## src/verilog/pbvi_pkg.sv

```systemverilog
package pbvi_pkg;
  localparam int NUM_CH = 16;
  localparam int CH_W = 4;
  localparam int RSEL_W = 5;
  localparam int DATA_W = 8;
  // vector register loads this after reset
  localparam logic [7:0] VEC_RESET = 8'h0f;
  // register select index of the vector register in this block
  localparam logic [4:0] RSEL_VECTOR = 5'h0b;
  // pending register halves, high channels and low channels
  localparam logic [4:0] RSEL_PEND_HI = 5'h05;
  localparam logic [4:0] RSEL_PEND_LO = 5'h06;
  localparam logic [4:0] RSEL_MASK_HI = 5'h09;
  localparam logic [4:0] RSEL_MASK_LO = 5'h0a;
  // synchroniser depth for the asynchronous bus strobes
  localparam int SYNC_STAGES = 2;
  typedef enum logic [2:0] {
    PBVI_IDLE  = 3'b000,
    PBVI_DRIVE = 3'b001,
    PBVI_ACK   = 3'b010,
    PBVI_HIGH  = 3'b011,
    PBVI_PASS  = 3'b100
  } pbvi_state_t;
endpackage

```

## src/verilog/pbvi_sync.sv

```systemverilog
`timescale 1ns/1ps
// two-stage level synchroniser, first stage read only by the second
module pbvi_sync #(
  parameter int WIDTH = 1,
  parameter logic [WIDTH-1:0] RST_VAL = '1
) (
  input wire logic sys_clk_i,
  input wire logic rst_b_i,
  input wire logic [WIDTH-1:0] async_i,
  output logic [WIDTH-1:0] sync_o
);
  logic [WIDTH-1:0] meta_q;

  // metastability guard; reset to the idle (negated) level
  always_ff @(posedge sys_clk_i or negedge rst_b_i) begin
    if (!rst_b_i) begin
      meta_q <= RST_VAL;
      sync_o <= RST_VAL;
    end else begin
      meta_q <= async_i;
      sync_o <= meta_q;
    end
  end
endmodule

```

## src/verilog/pbvi_top.sv

```systemverilog
`timescale 1ns/1ps
// Functional notes
// - read with select and strobe drives selected register, then acknowledge.
// - read ends on select or strobe release; ack driven high then released.
// - write with select and strobe loads selected register, then acknowledge.
// - write ends on select or strobe release; ack high then released.
// - interrupt request asserted low whenever any of 16 channels is pending and unmasked.
// - acknowledge cycle drives vector on low byte and asserts acknowledge.
// - strobe or int_ack release ends cycle: ack high, released, bus off.
// - request negates after acknowledge unless more requests remain.
// - chain input low: vector if pending, otherwise assert chain output.
// - when passing priority, drive neither data bus nor acknowledge.
// - reset clears registers except vector; channels off, pending cleared.
// - reset negates outputs, floats bus and loads vector with 0Fh.
// - sixteen channels fixed priority; vector of highest pending one.
// - line seven is 1111 highest, line zero 0000 lowest, others mapped.
// - internal channels timer A 1101 down to timer D 0100.
// - masked channels are skipped, so masking re-orders service.
// - vector is base nibble from register over four-bit channel code.
// - returning a vector clears the acknowledged channel's pending bit.
module pbvi_top (
  input wire logic sys_clk_i,
  input wire logic rst_b_i,
  input wire logic chip_select_n_i,
  input wire logic data_strobe_n_i,
  input wire logic read_write_i,
  input wire logic int_ack_n_i,
  input wire logic chain_enable_in_n_i,
  input wire logic [4:0] reg_select_i,
  input wire logic [7:0] data_bus_i,
  input wire logic [7:0] gp_int_lines_i,
  input wire logic [7:0] internal_req_i,
  input wire logic [15:0] chan_enable_i,
  output logic [7:0] data_bus_o,
  output logic data_bus_oe_n_o,
  output logic transfer_ack_n_o,
  output logic transfer_ack_oe_n_o,
  output logic int_req_n_o,
  output logic chain_enable_out_n_o,
  output logic [7:0] vector_reg_o
);
  // internal_req_i bit order: timer A, receive full, receive error,
  // transmit empty, transmit error, timer B, timer C, timer D (bit 7..0)
  logic cs_s;
  logic ds_s;
  logic int_ack_n_s;
  logic [7:0] gp_s;
  logic [7:0] gp_prev_q;
  logic [15:0] chan_req;
  logic [15:0] pend_q;
  logic [15:0] mask_q;
  logic [15:0] live;
  logic any_live;
  logic [3:0] top_code;
  logic [7:0] vec_q;
  logic [7:0] rdata;
  logic rw_q;
  logic [4:0] rsel_q;
  logic bus_req;
  logic int_ack_n_req;
  logic [15:0] clr_pend;
  logic wr_pulse;
  logic ack_pulse;
  logic access_end;
  pbvi_pkg::pbvi_state_t state_q;
  pbvi_pkg::pbvi_state_t state_d;

  // two stages cost two cycles of latency but keep metastability out
  // strobes cross in before use, so each access acts once
  pbvi_sync #(
    .WIDTH(3),
    .RST_VAL(3'h7)
  ) u_sync_ctl (
    .sys_clk_i(sys_clk_i),
    .rst_b_i(rst_b_i),
    .async_i({chip_select_n_i, data_strobe_n_i, int_ack_n_i}),
    .sync_o({cs_s, ds_s, int_ack_n_s})
  );

  // general-purpose lines are asynchronous too
  pbvi_sync #(
    .WIDTH(8),
    .RST_VAL(8'h00)
  ) u_sync_gp (
    .sys_clk_i(sys_clk_i),
    .rst_b_i(rst_b_i),
    .async_i(gp_int_lines_i),
    .sync_o(gp_s)
  );

  // a register access needs select and strobe, a vector cycle int_ack
  // select and acknowledge are never both low by contract
  assign bus_req = !cs_s && !ds_s;
  assign int_ack_n_req = !int_ack_n_s && !ds_s;

  // either strobe released ends the access
  assign access_end = (cs_s && int_ack_n_s) || ds_s;

  // rising edge detect on general-purpose lines
  // reset low like the synchronised idle level, so no false edge follows
  always_ff @(posedge sys_clk_i or negedge rst_b_i) begin
    if (!rst_b_i) begin
      gp_prev_q <= 8'h00;
    end else begin
      gp_prev_q <= gp_s;
    end
  end

  // map sources onto channel numbers by position in the vector
  always_comb begin
    chan_req = 16'h0000;
    chan_req[15] = gp_s[7] && !gp_prev_q[7];
    chan_req[14] = gp_s[6] && !gp_prev_q[6];
    chan_req[13] = internal_req_i[7]; // timer A
    chan_req[12] = internal_req_i[6]; // receive full
    chan_req[11] = internal_req_i[5]; // receive error
    chan_req[10] = internal_req_i[4]; // transmit empty
    chan_req[9] = internal_req_i[3]; // transmit error
    chan_req[8] = internal_req_i[2]; // timer B
    chan_req[7] = gp_s[5] && !gp_prev_q[5];
    chan_req[6] = gp_s[4] && !gp_prev_q[4];
    chan_req[5] = internal_req_i[1]; // timer C
    chan_req[4] = internal_req_i[0]; // timer D
    chan_req[3] = gp_s[3] && !gp_prev_q[3];
    chan_req[2] = gp_s[2] && !gp_prev_q[2];
    chan_req[1] = gp_s[1] && !gp_prev_q[1];
    chan_req[0] = gp_s[0] && !gp_prev_q[0];
    chan_req = chan_req & chan_enable_i;
  end

  // only unmasked pending channels compete
  assign live = pend_q & mask_q;
  assign any_live = |live;

  // fixed priority: highest channel number wins
  // the scan runs upward, so the last hit is the highest live channel
  always_comb begin
    top_code = 4'h0;
    for (int i = 0; i < pbvi_pkg::NUM_CH; i++) begin
      if (live[i]) begin
        top_code = i[3:0];
      end
    end
  end

  // bus state machine
  always_comb begin
    state_d = state_q;
    unique case (state_q)
      pbvi_pkg::PBVI_IDLE: begin
        if (bus_req) begin
          state_d = pbvi_pkg::PBVI_DRIVE;
        end else if (int_ack_n_req && !chain_enable_in_n_i) begin
          // chain in high means a higher device answers: stay silent
          // and keep chain out negated until chain in falls
          if (any_live) begin
            state_d = pbvi_pkg::PBVI_DRIVE;
          end else begin
            state_d = pbvi_pkg::PBVI_PASS;
          end
        end
      end
      pbvi_pkg::PBVI_DRIVE: begin
        state_d = pbvi_pkg::PBVI_ACK;
      end
      pbvi_pkg::PBVI_ACK: begin
        // release of either strobe ends the cycle
        if (access_end) begin
          state_d = pbvi_pkg::PBVI_HIGH;
        end
      end
      pbvi_pkg::PBVI_HIGH: begin
        state_d = pbvi_pkg::PBVI_IDLE;
      end
      pbvi_pkg::PBVI_PASS: begin
        // a rising chain in takes the priority back at once
        if (!int_ack_n_req || chain_enable_in_n_i) begin
          state_d = pbvi_pkg::PBVI_IDLE;
        end
      end
      default: begin
        state_d = pbvi_pkg::PBVI_IDLE;
      end
    endcase
  end

  // state register of the bus machine
  always_ff @(posedge sys_clk_i or negedge rst_b_i) begin
    if (!rst_b_i) begin
      state_q <= pbvi_pkg::PBVI_IDLE;
    end else begin
      state_q <= state_d;
    end
  end

  // latch direction and select at the start of an access
  // rests at read outside an access, so a vector cycle never writes
  always_ff @(posedge sys_clk_i or negedge rst_b_i) begin
    if (!rst_b_i) begin
      rw_q <= 1'b1;
      rsel_q <= 5'h00;
    end else if (state_q == pbvi_pkg::PBVI_IDLE) begin
      rw_q <= read_write_i || !bus_req;
      rsel_q <= reg_select_i;
    end
  end

  assign wr_pulse = state_q == pbvi_pkg::PBVI_DRIVE && !rw_q && int_ack_n_s;
  assign ack_pulse = state_q == pbvi_pkg::PBVI_DRIVE && !int_ack_n_s;

  // vector register keeps 0Fh after reset; lower nibble not writable
  // only the base nibble reaches the vector, the rest is constant
  always_ff @(posedge sys_clk_i or negedge rst_b_i) begin
    if (!rst_b_i) begin
      vec_q <= pbvi_pkg::VEC_RESET;
    end else if (wr_pulse && rsel_q == pbvi_pkg::RSEL_VECTOR) begin
      vec_q <= {data_bus_i[7:4], vec_q[3:0]};
    end
  end

  // acknowledged channel loses its pending bit
  always_comb begin
    clr_pend = 16'h0000;
    if (ack_pulse) begin
      clr_pend[top_code] = 1'b1;
    end
    if (wr_pulse && rsel_q == pbvi_pkg::RSEL_PEND_HI) begin
      clr_pend[15:8] = clr_pend[15:8] | ~data_bus_i;
    end
    if (wr_pulse && rsel_q == pbvi_pkg::RSEL_PEND_LO) begin
      clr_pend[7:0] = clr_pend[7:0] | ~data_bus_i;
    end
  end

  // pending bits; a new event wins over a clear in the same cycle
  // a low enable drops a held bit as well as blocking new events
  always_ff @(posedge sys_clk_i or negedge rst_b_i) begin
    if (!rst_b_i) begin
      pend_q <= 16'h0000;
    end else begin
      pend_q <= (pend_q & ~clr_pend & chan_enable_i) | chan_req;
    end
  end

  // mask registers, cleared at reset so all channels are masked
  always_ff @(posedge sys_clk_i or negedge rst_b_i) begin
    if (!rst_b_i) begin
      mask_q <= 16'h0000;
    end else if (wr_pulse && rsel_q == pbvi_pkg::RSEL_MASK_HI) begin
      mask_q[15:8] <= data_bus_i;
    end else if (wr_pulse && rsel_q == pbvi_pkg::RSEL_MASK_LO) begin
      mask_q[7:0] <= data_bus_i;
    end
  end

  // read data mux; unmapped selects read zero
  always_comb begin
    rdata = 8'h00;
    unique case (rsel_q)
      pbvi_pkg::RSEL_VECTOR: rdata = vec_q;
      pbvi_pkg::RSEL_PEND_HI: rdata = pend_q[15:8];
      pbvi_pkg::RSEL_PEND_LO: rdata = pend_q[7:0];
      pbvi_pkg::RSEL_MASK_HI: rdata = mask_q[15:8];
      pbvi_pkg::RSEL_MASK_LO: rdata = mask_q[7:0];
      default: rdata = 8'h00;
    endcase
  end

  // data bus: read data or vector, driven at the edge that lowers ack
  // released as ack goes high, so the bus is off before ack floats
  always_ff @(posedge sys_clk_i or negedge rst_b_i) begin
    if (!rst_b_i) begin
      data_bus_o <= 8'h00;
      data_bus_oe_n_o <= 1'b1;
    end else if (state_q == pbvi_pkg::PBVI_DRIVE && rw_q) begin
      data_bus_oe_n_o <= 1'b0;
      if (!int_ack_n_s) begin
        data_bus_o <= {vec_q[7:4], top_code};
      end else begin
        data_bus_o <= rdata;
      end
    end else if (state_d != pbvi_pkg::PBVI_ACK) begin
      data_bus_oe_n_o <= 1'b1;
    end
  end

  // acknowledge: low in ack state, high for one cycle, then released
  always_ff @(posedge sys_clk_i or negedge rst_b_i) begin
    if (!rst_b_i) begin
      transfer_ack_n_o <= 1'b1;
      transfer_ack_oe_n_o <= 1'b1;
    end else begin
      unique case (state_d)
        pbvi_pkg::PBVI_ACK: begin
          transfer_ack_n_o <= 1'b0;
          transfer_ack_oe_n_o <= 1'b0;
        end
        pbvi_pkg::PBVI_HIGH: begin
          transfer_ack_n_o <= 1'b1;
          transfer_ack_oe_n_o <= 1'b0;
        end
        default: begin
          transfer_ack_n_o <= 1'b1;
          transfer_ack_oe_n_o <= 1'b1;
        end
      endcase
    end
  end

  // request output; rises once no unmasked pending bit remains
  always_ff @(posedge sys_clk_i or negedge rst_b_i) begin
    if (!rst_b_i) begin
      int_req_n_o <= 1'b1;
    end else begin
      int_req_n_o <= !any_live;
    end
  end

  // chain output passes priority only while passing
  // taken from the next state, so it moves together with the state
  always_ff @(posedge sys_clk_i or negedge rst_b_i) begin
    if (!rst_b_i) begin
      chain_enable_out_n_o <= 1'b1;
    end else begin
      chain_enable_out_n_o <= state_d != pbvi_pkg::PBVI_PASS;
    end
  end

  // copy of the vector register for the far side
  always_ff @(posedge sys_clk_i or negedge rst_b_i) begin
    if (!rst_b_i) begin
      vector_reg_o <= pbvi_pkg::VEC_RESET;
    end else begin
      vector_reg_o <= vec_q;
    end
  end
endmodule
```

## config.mk

```make
export PLATFORM = sky130hd
export DESIGN_NAME = pbvi_top
export DESIGN_NICKNAME = d
export VERILOG_FILES = /design/src/verilog/pbvi_pkg.sv /design/src/verilog/pbvi_sync.sv /design/src/verilog/pbvi_top.sv
export SDC_FILE = /design/constraint.sdc
export NUM_CORES = 1
export LEC_CHECK = 0
export ABC_AREA = 0
export BUFFER_PORTS_ARGS = -buffer_cell sky130_fd_sc_hd__buf_2
export CELL_PAD_IN_SITES_DETAIL_PLACEMENT = 0
export CELL_PAD_IN_SITES_GLOBAL_PLACEMENT = 1
export CORE_ASPECT_RATIO = 0.7
export CORE_UTILIZATION = 48
export DETAILED_ROUTE_END_ITERATION = 7
export PLACE_DENSITY = 0.87
export RECOVER_POWER = 50
export SLEW_MARGIN = 20
export SYNTH_ARGS = -nofsm -noshare
export SYNTH_HDL_FRONTEND = slang
export SYNTH_SLANG_ARGS = --single-unit
```

## constraint.sdc

```tcl
create_clock -name sys_clk_i -period 2.7 [get_ports sys_clk_i]
set_input_delay 0.27 -clock sys_clk_i [delete_from_list [all_inputs] [get_ports sys_clk_i]]
set_output_delay 0.27 -clock sys_clk_i [all_outputs]
set_load 0.01 [all_outputs]
```

==> impl_results.md <==
- Worst-skew pair later-pin latency: 0.35 ns
- HPWL after detailed placement: 7.738 mm
- Fin Hold WS: 0.01857 ns
- CP Class: reg2reg
- Max incr delay on CP: 0.68 ns
- RSZ-0062 raised after global routing: no
- Initial core utilization: 51.19%
- Detail Route Antenna Nets: 0
- # clock sinks: 92
- Synth Instances: 354
- Gp weighted congestion: 0.8813
- # IOs: 73
- Slew Limit Fails: 0
- Top FF cell, synth: dfrtp_1
- Clk pwr share: 32.1%
- CP Cell Sequence: nor2b_1 -> nand4_1 -> o21ai_0 -> a31oi_1 -> o21a_1
- Peak supply drop: 0.5117 mV
- # rows: 27
- Root Buffer: clkbuf_16
- Worst min-delay path class: in2reg
- Worst slew pin tran: 1.123 ns
- Register area share after synthesis: 55.83%
- Leakage: 2.142 nW
- Vias: 3219
- Mean Syn Cell Area: 11.72 um^2
- H-tree depth: 3
- Core area: 8108 um^2
- Final nets: 481
- Final setup fails: 0
- Max_slew headroom: 25.11%
- Startpoint type of the worst setup path: register
- Fillers: 702
- Layout cell share with drive strength beyond 1: 31.57%
- Die area: 9028 um^2
- Ant. Diodes: 0
- Endpoints failing hold: 0
- Async S/R FF share, synth: 100.0%
- Total wire length: 10.25 mm
- Max FO, Critical Path: 13
- Flop pwr share: 44.8%
- Outcome: finished, final reports clean
- Vias in the first global route: 3091
- Pin count of the biggest net entering global routing: 48
- Int Pwr: 0.002733 W
- TritonRoute pass-1 iters: 5
- Sw Share: 31.67%
- Global-route wire length before repair: 16.50 mm
- CP max stage cell: dfstp_2
- DR vias/cell: 6.017
- Layout area overhead: 18.45%
- Max cap viols: 0
- Number of port buffers: 68
- CTS resizes: 0
- Die Y: 79.80 um
- Post-route minimum period: 2.132 ns
- Die W: 113.1 um
- Clk_skew: 0.003808 ns
- Crit. End Element: register
- Gr usage total: 24.74%
- WP buf/inv: 0
- Reg clk slew, reported paths: 0.06 ns
- Setup TNS Final: 0 ns
- CTS tree: built
- Initial antenna violation count: 0
- Mapped Area: 4150 um^2
- CTS Buffer Depth: 2
- F_max: 0.4690 GHz
- Initial DRC Count: 197
- Synth Register Bits: 92
- Combinational share of power: 23.1%
- Synth top area share: 48.24%
- Crit path max-delay family: simple AND/OR/NAND/NOR gates
- Number of flops mapped to enable cells by yosys: 0
- Cell variety after synth: 65
- Pwr/cell area: 813.8 nW/um^2
- Data arrival, critical path: 2.37 ns
- DRC Markers: 0
- Synth top area cells: dfrtp_1 (48%), dfstp_2 (7.6%), mux2_2 (6.8%)
- Most frequent cells after synthesis: dfrtp_1 (80), mux2_2 (25), nand2_1 (24), o21ai_0 (21), nand3_1 (19)
- Drt wl/cell: 19.15 um
- Largest area contributor in the netlist: dfrtp_1
- Most common cell in the netlist: dfrtp_1
- CP Data Required Time: 2.94 ns
- Psw: 0.001267 W
- Grt ovf: 0
- Final Cycle Share: 78.97%
- TritonCTS buffer count: 9
- YS warnings: 0
layer usage:
| metal | share of wire [%] | global-route usage (%) | routed length (um) |
|---|---|---|---|
| met1 | 49 | 35.98 | 4987 |
| met2 | 42 | 35.77 | 4307 |
| met3 | 7.4 | 6.378 | 758 |
| met4 | 1.9 | 8.684 | 193 |
| met5 | 0 | 0 | 0 |
stage by stage:
step / utilization (%) / power, W / worst slack (ns) / std cells / instance area [um^2]
2_1_floorplan: - / 0.002390 / 1.021 / 357 / 4161
3_3_place_gp: 56.91 / 0.002709 / 0.7084 / 518 / 4614
3_5_place_dp: 56.91 / 0.002735 / 0.6541 / 518 / 4614
4_1_cts: 60.85 / 0.004027 / 0.6194 / 535 / 4933
5_1_grt: 60.63 / 0.004200 / 0.4595 / 535 / 4916
6_report: 60.63 / 0.004000 / 0.5678 / 535 / 4916
placed cells by master, fill, tap and decap left out, types with 12 or more instances in the layout:
cell type | synthesis | final
nand3_1 | 19 | 19
dfrtp_1 | 80 | 80
mux2_2 | 25 | 25
a22oi_1 | 12 | 12
o21a_1 | 13 | 13
clkbuf_1 | 2 | 12
dfstp_2 | 12 | 12
o21ai_0 | 21 | 21
buf_2 | 8 | 55
nand2_1 | 24 | 24
a21oi_1 | 13 | 13
repair_timing:
| action | in CTS | in global routing |
|---|---|---|
| hold endpoints to repair | 33 | 0 |
| buffers inserted | 0 | 0 |
| hold buffers | 1 | 0 |
cells by family (layout without fill, tap and decap cells):
kind of cell	Yosys count	in the layout	synth area share, %
compound gates	103	103	18.48
xor+xnor	1	1	0.2111
buf+inv	19	96	2.321
flops	92	92	55.83
mux	26	26	7.024
other cells	1	4	0.09036
simple gates	112	112	16.04
cell type report:
class,count,area [um^2],area share (%)
Clock buffer,10,239.0,4.861
Clock inverter,6,70.07,1.425
Inverter,4,15.01,0.3054
Multi-Input combinational cell,246,1748,35.56
Sequential cell,92,2317,47.14
Tap cell,101,126.4,2.571
Timing Repair Buffer,76,400.4,8.145
sequential cells by signal, summed over array words and instances, names as in the netlist:
signal,count
u_sync_ctl.meta_q,3
transfer_ack_n_o,1
vector_reg_o,4
data_bus_oe_n_o,1
rw_q,1
chain_enable_out_n_o,1
state_q,3
vec_q,4
data_bus_o,8
gp_prev_q,8
u_sync_gp.meta_q,8
int_req_n_o,1
u_sync_gp.sync_o,8
transfer_ack_oe_n_o,1
u_sync_ctl.sync_o,3
pend_q,16
mask_q,16
rsel_q,5
path summary, 6_finish.rpt:
path	end	slack, ns	start	depth (start not counted)
worst max-delay path	pend_q[12]	0.57	u_sync_ctl.sync_o[0]	5
worst min-delay path	u_sync_ctl.meta_q[2]	0.02	chip_select_n_i	1
worst max register to register	pend_q[12]	0.57	u_sync_ctl.sync_o[0]	5
worst min register to register	u_sync_gp.sync_o[5]	0.35	u_sync_gp.meta_q[5]	0
max in group asynchronous	pend_q[15]	1.23	rst_b_i	3
min in group asynchronous	u_sync_gp.sync_o[3]	0.67	rst_b_i	2
power groups by stage:
stage / combinational, W / clock [W] / sequential (W)
floorplan: 0.000634 / 0 / 0.00176
global placement: 0.000906 / 0 / 0.00180
detailed placement: 0.000924 / 0 / 0.00181
CTS: 0.000931 / 0.00131 / 0.00179
global route: 0.00101 / 0.00137 / 0.00182
finish: 0.000924 / 0.00128 / 0.00179
(Power assumes the default switching activity.)
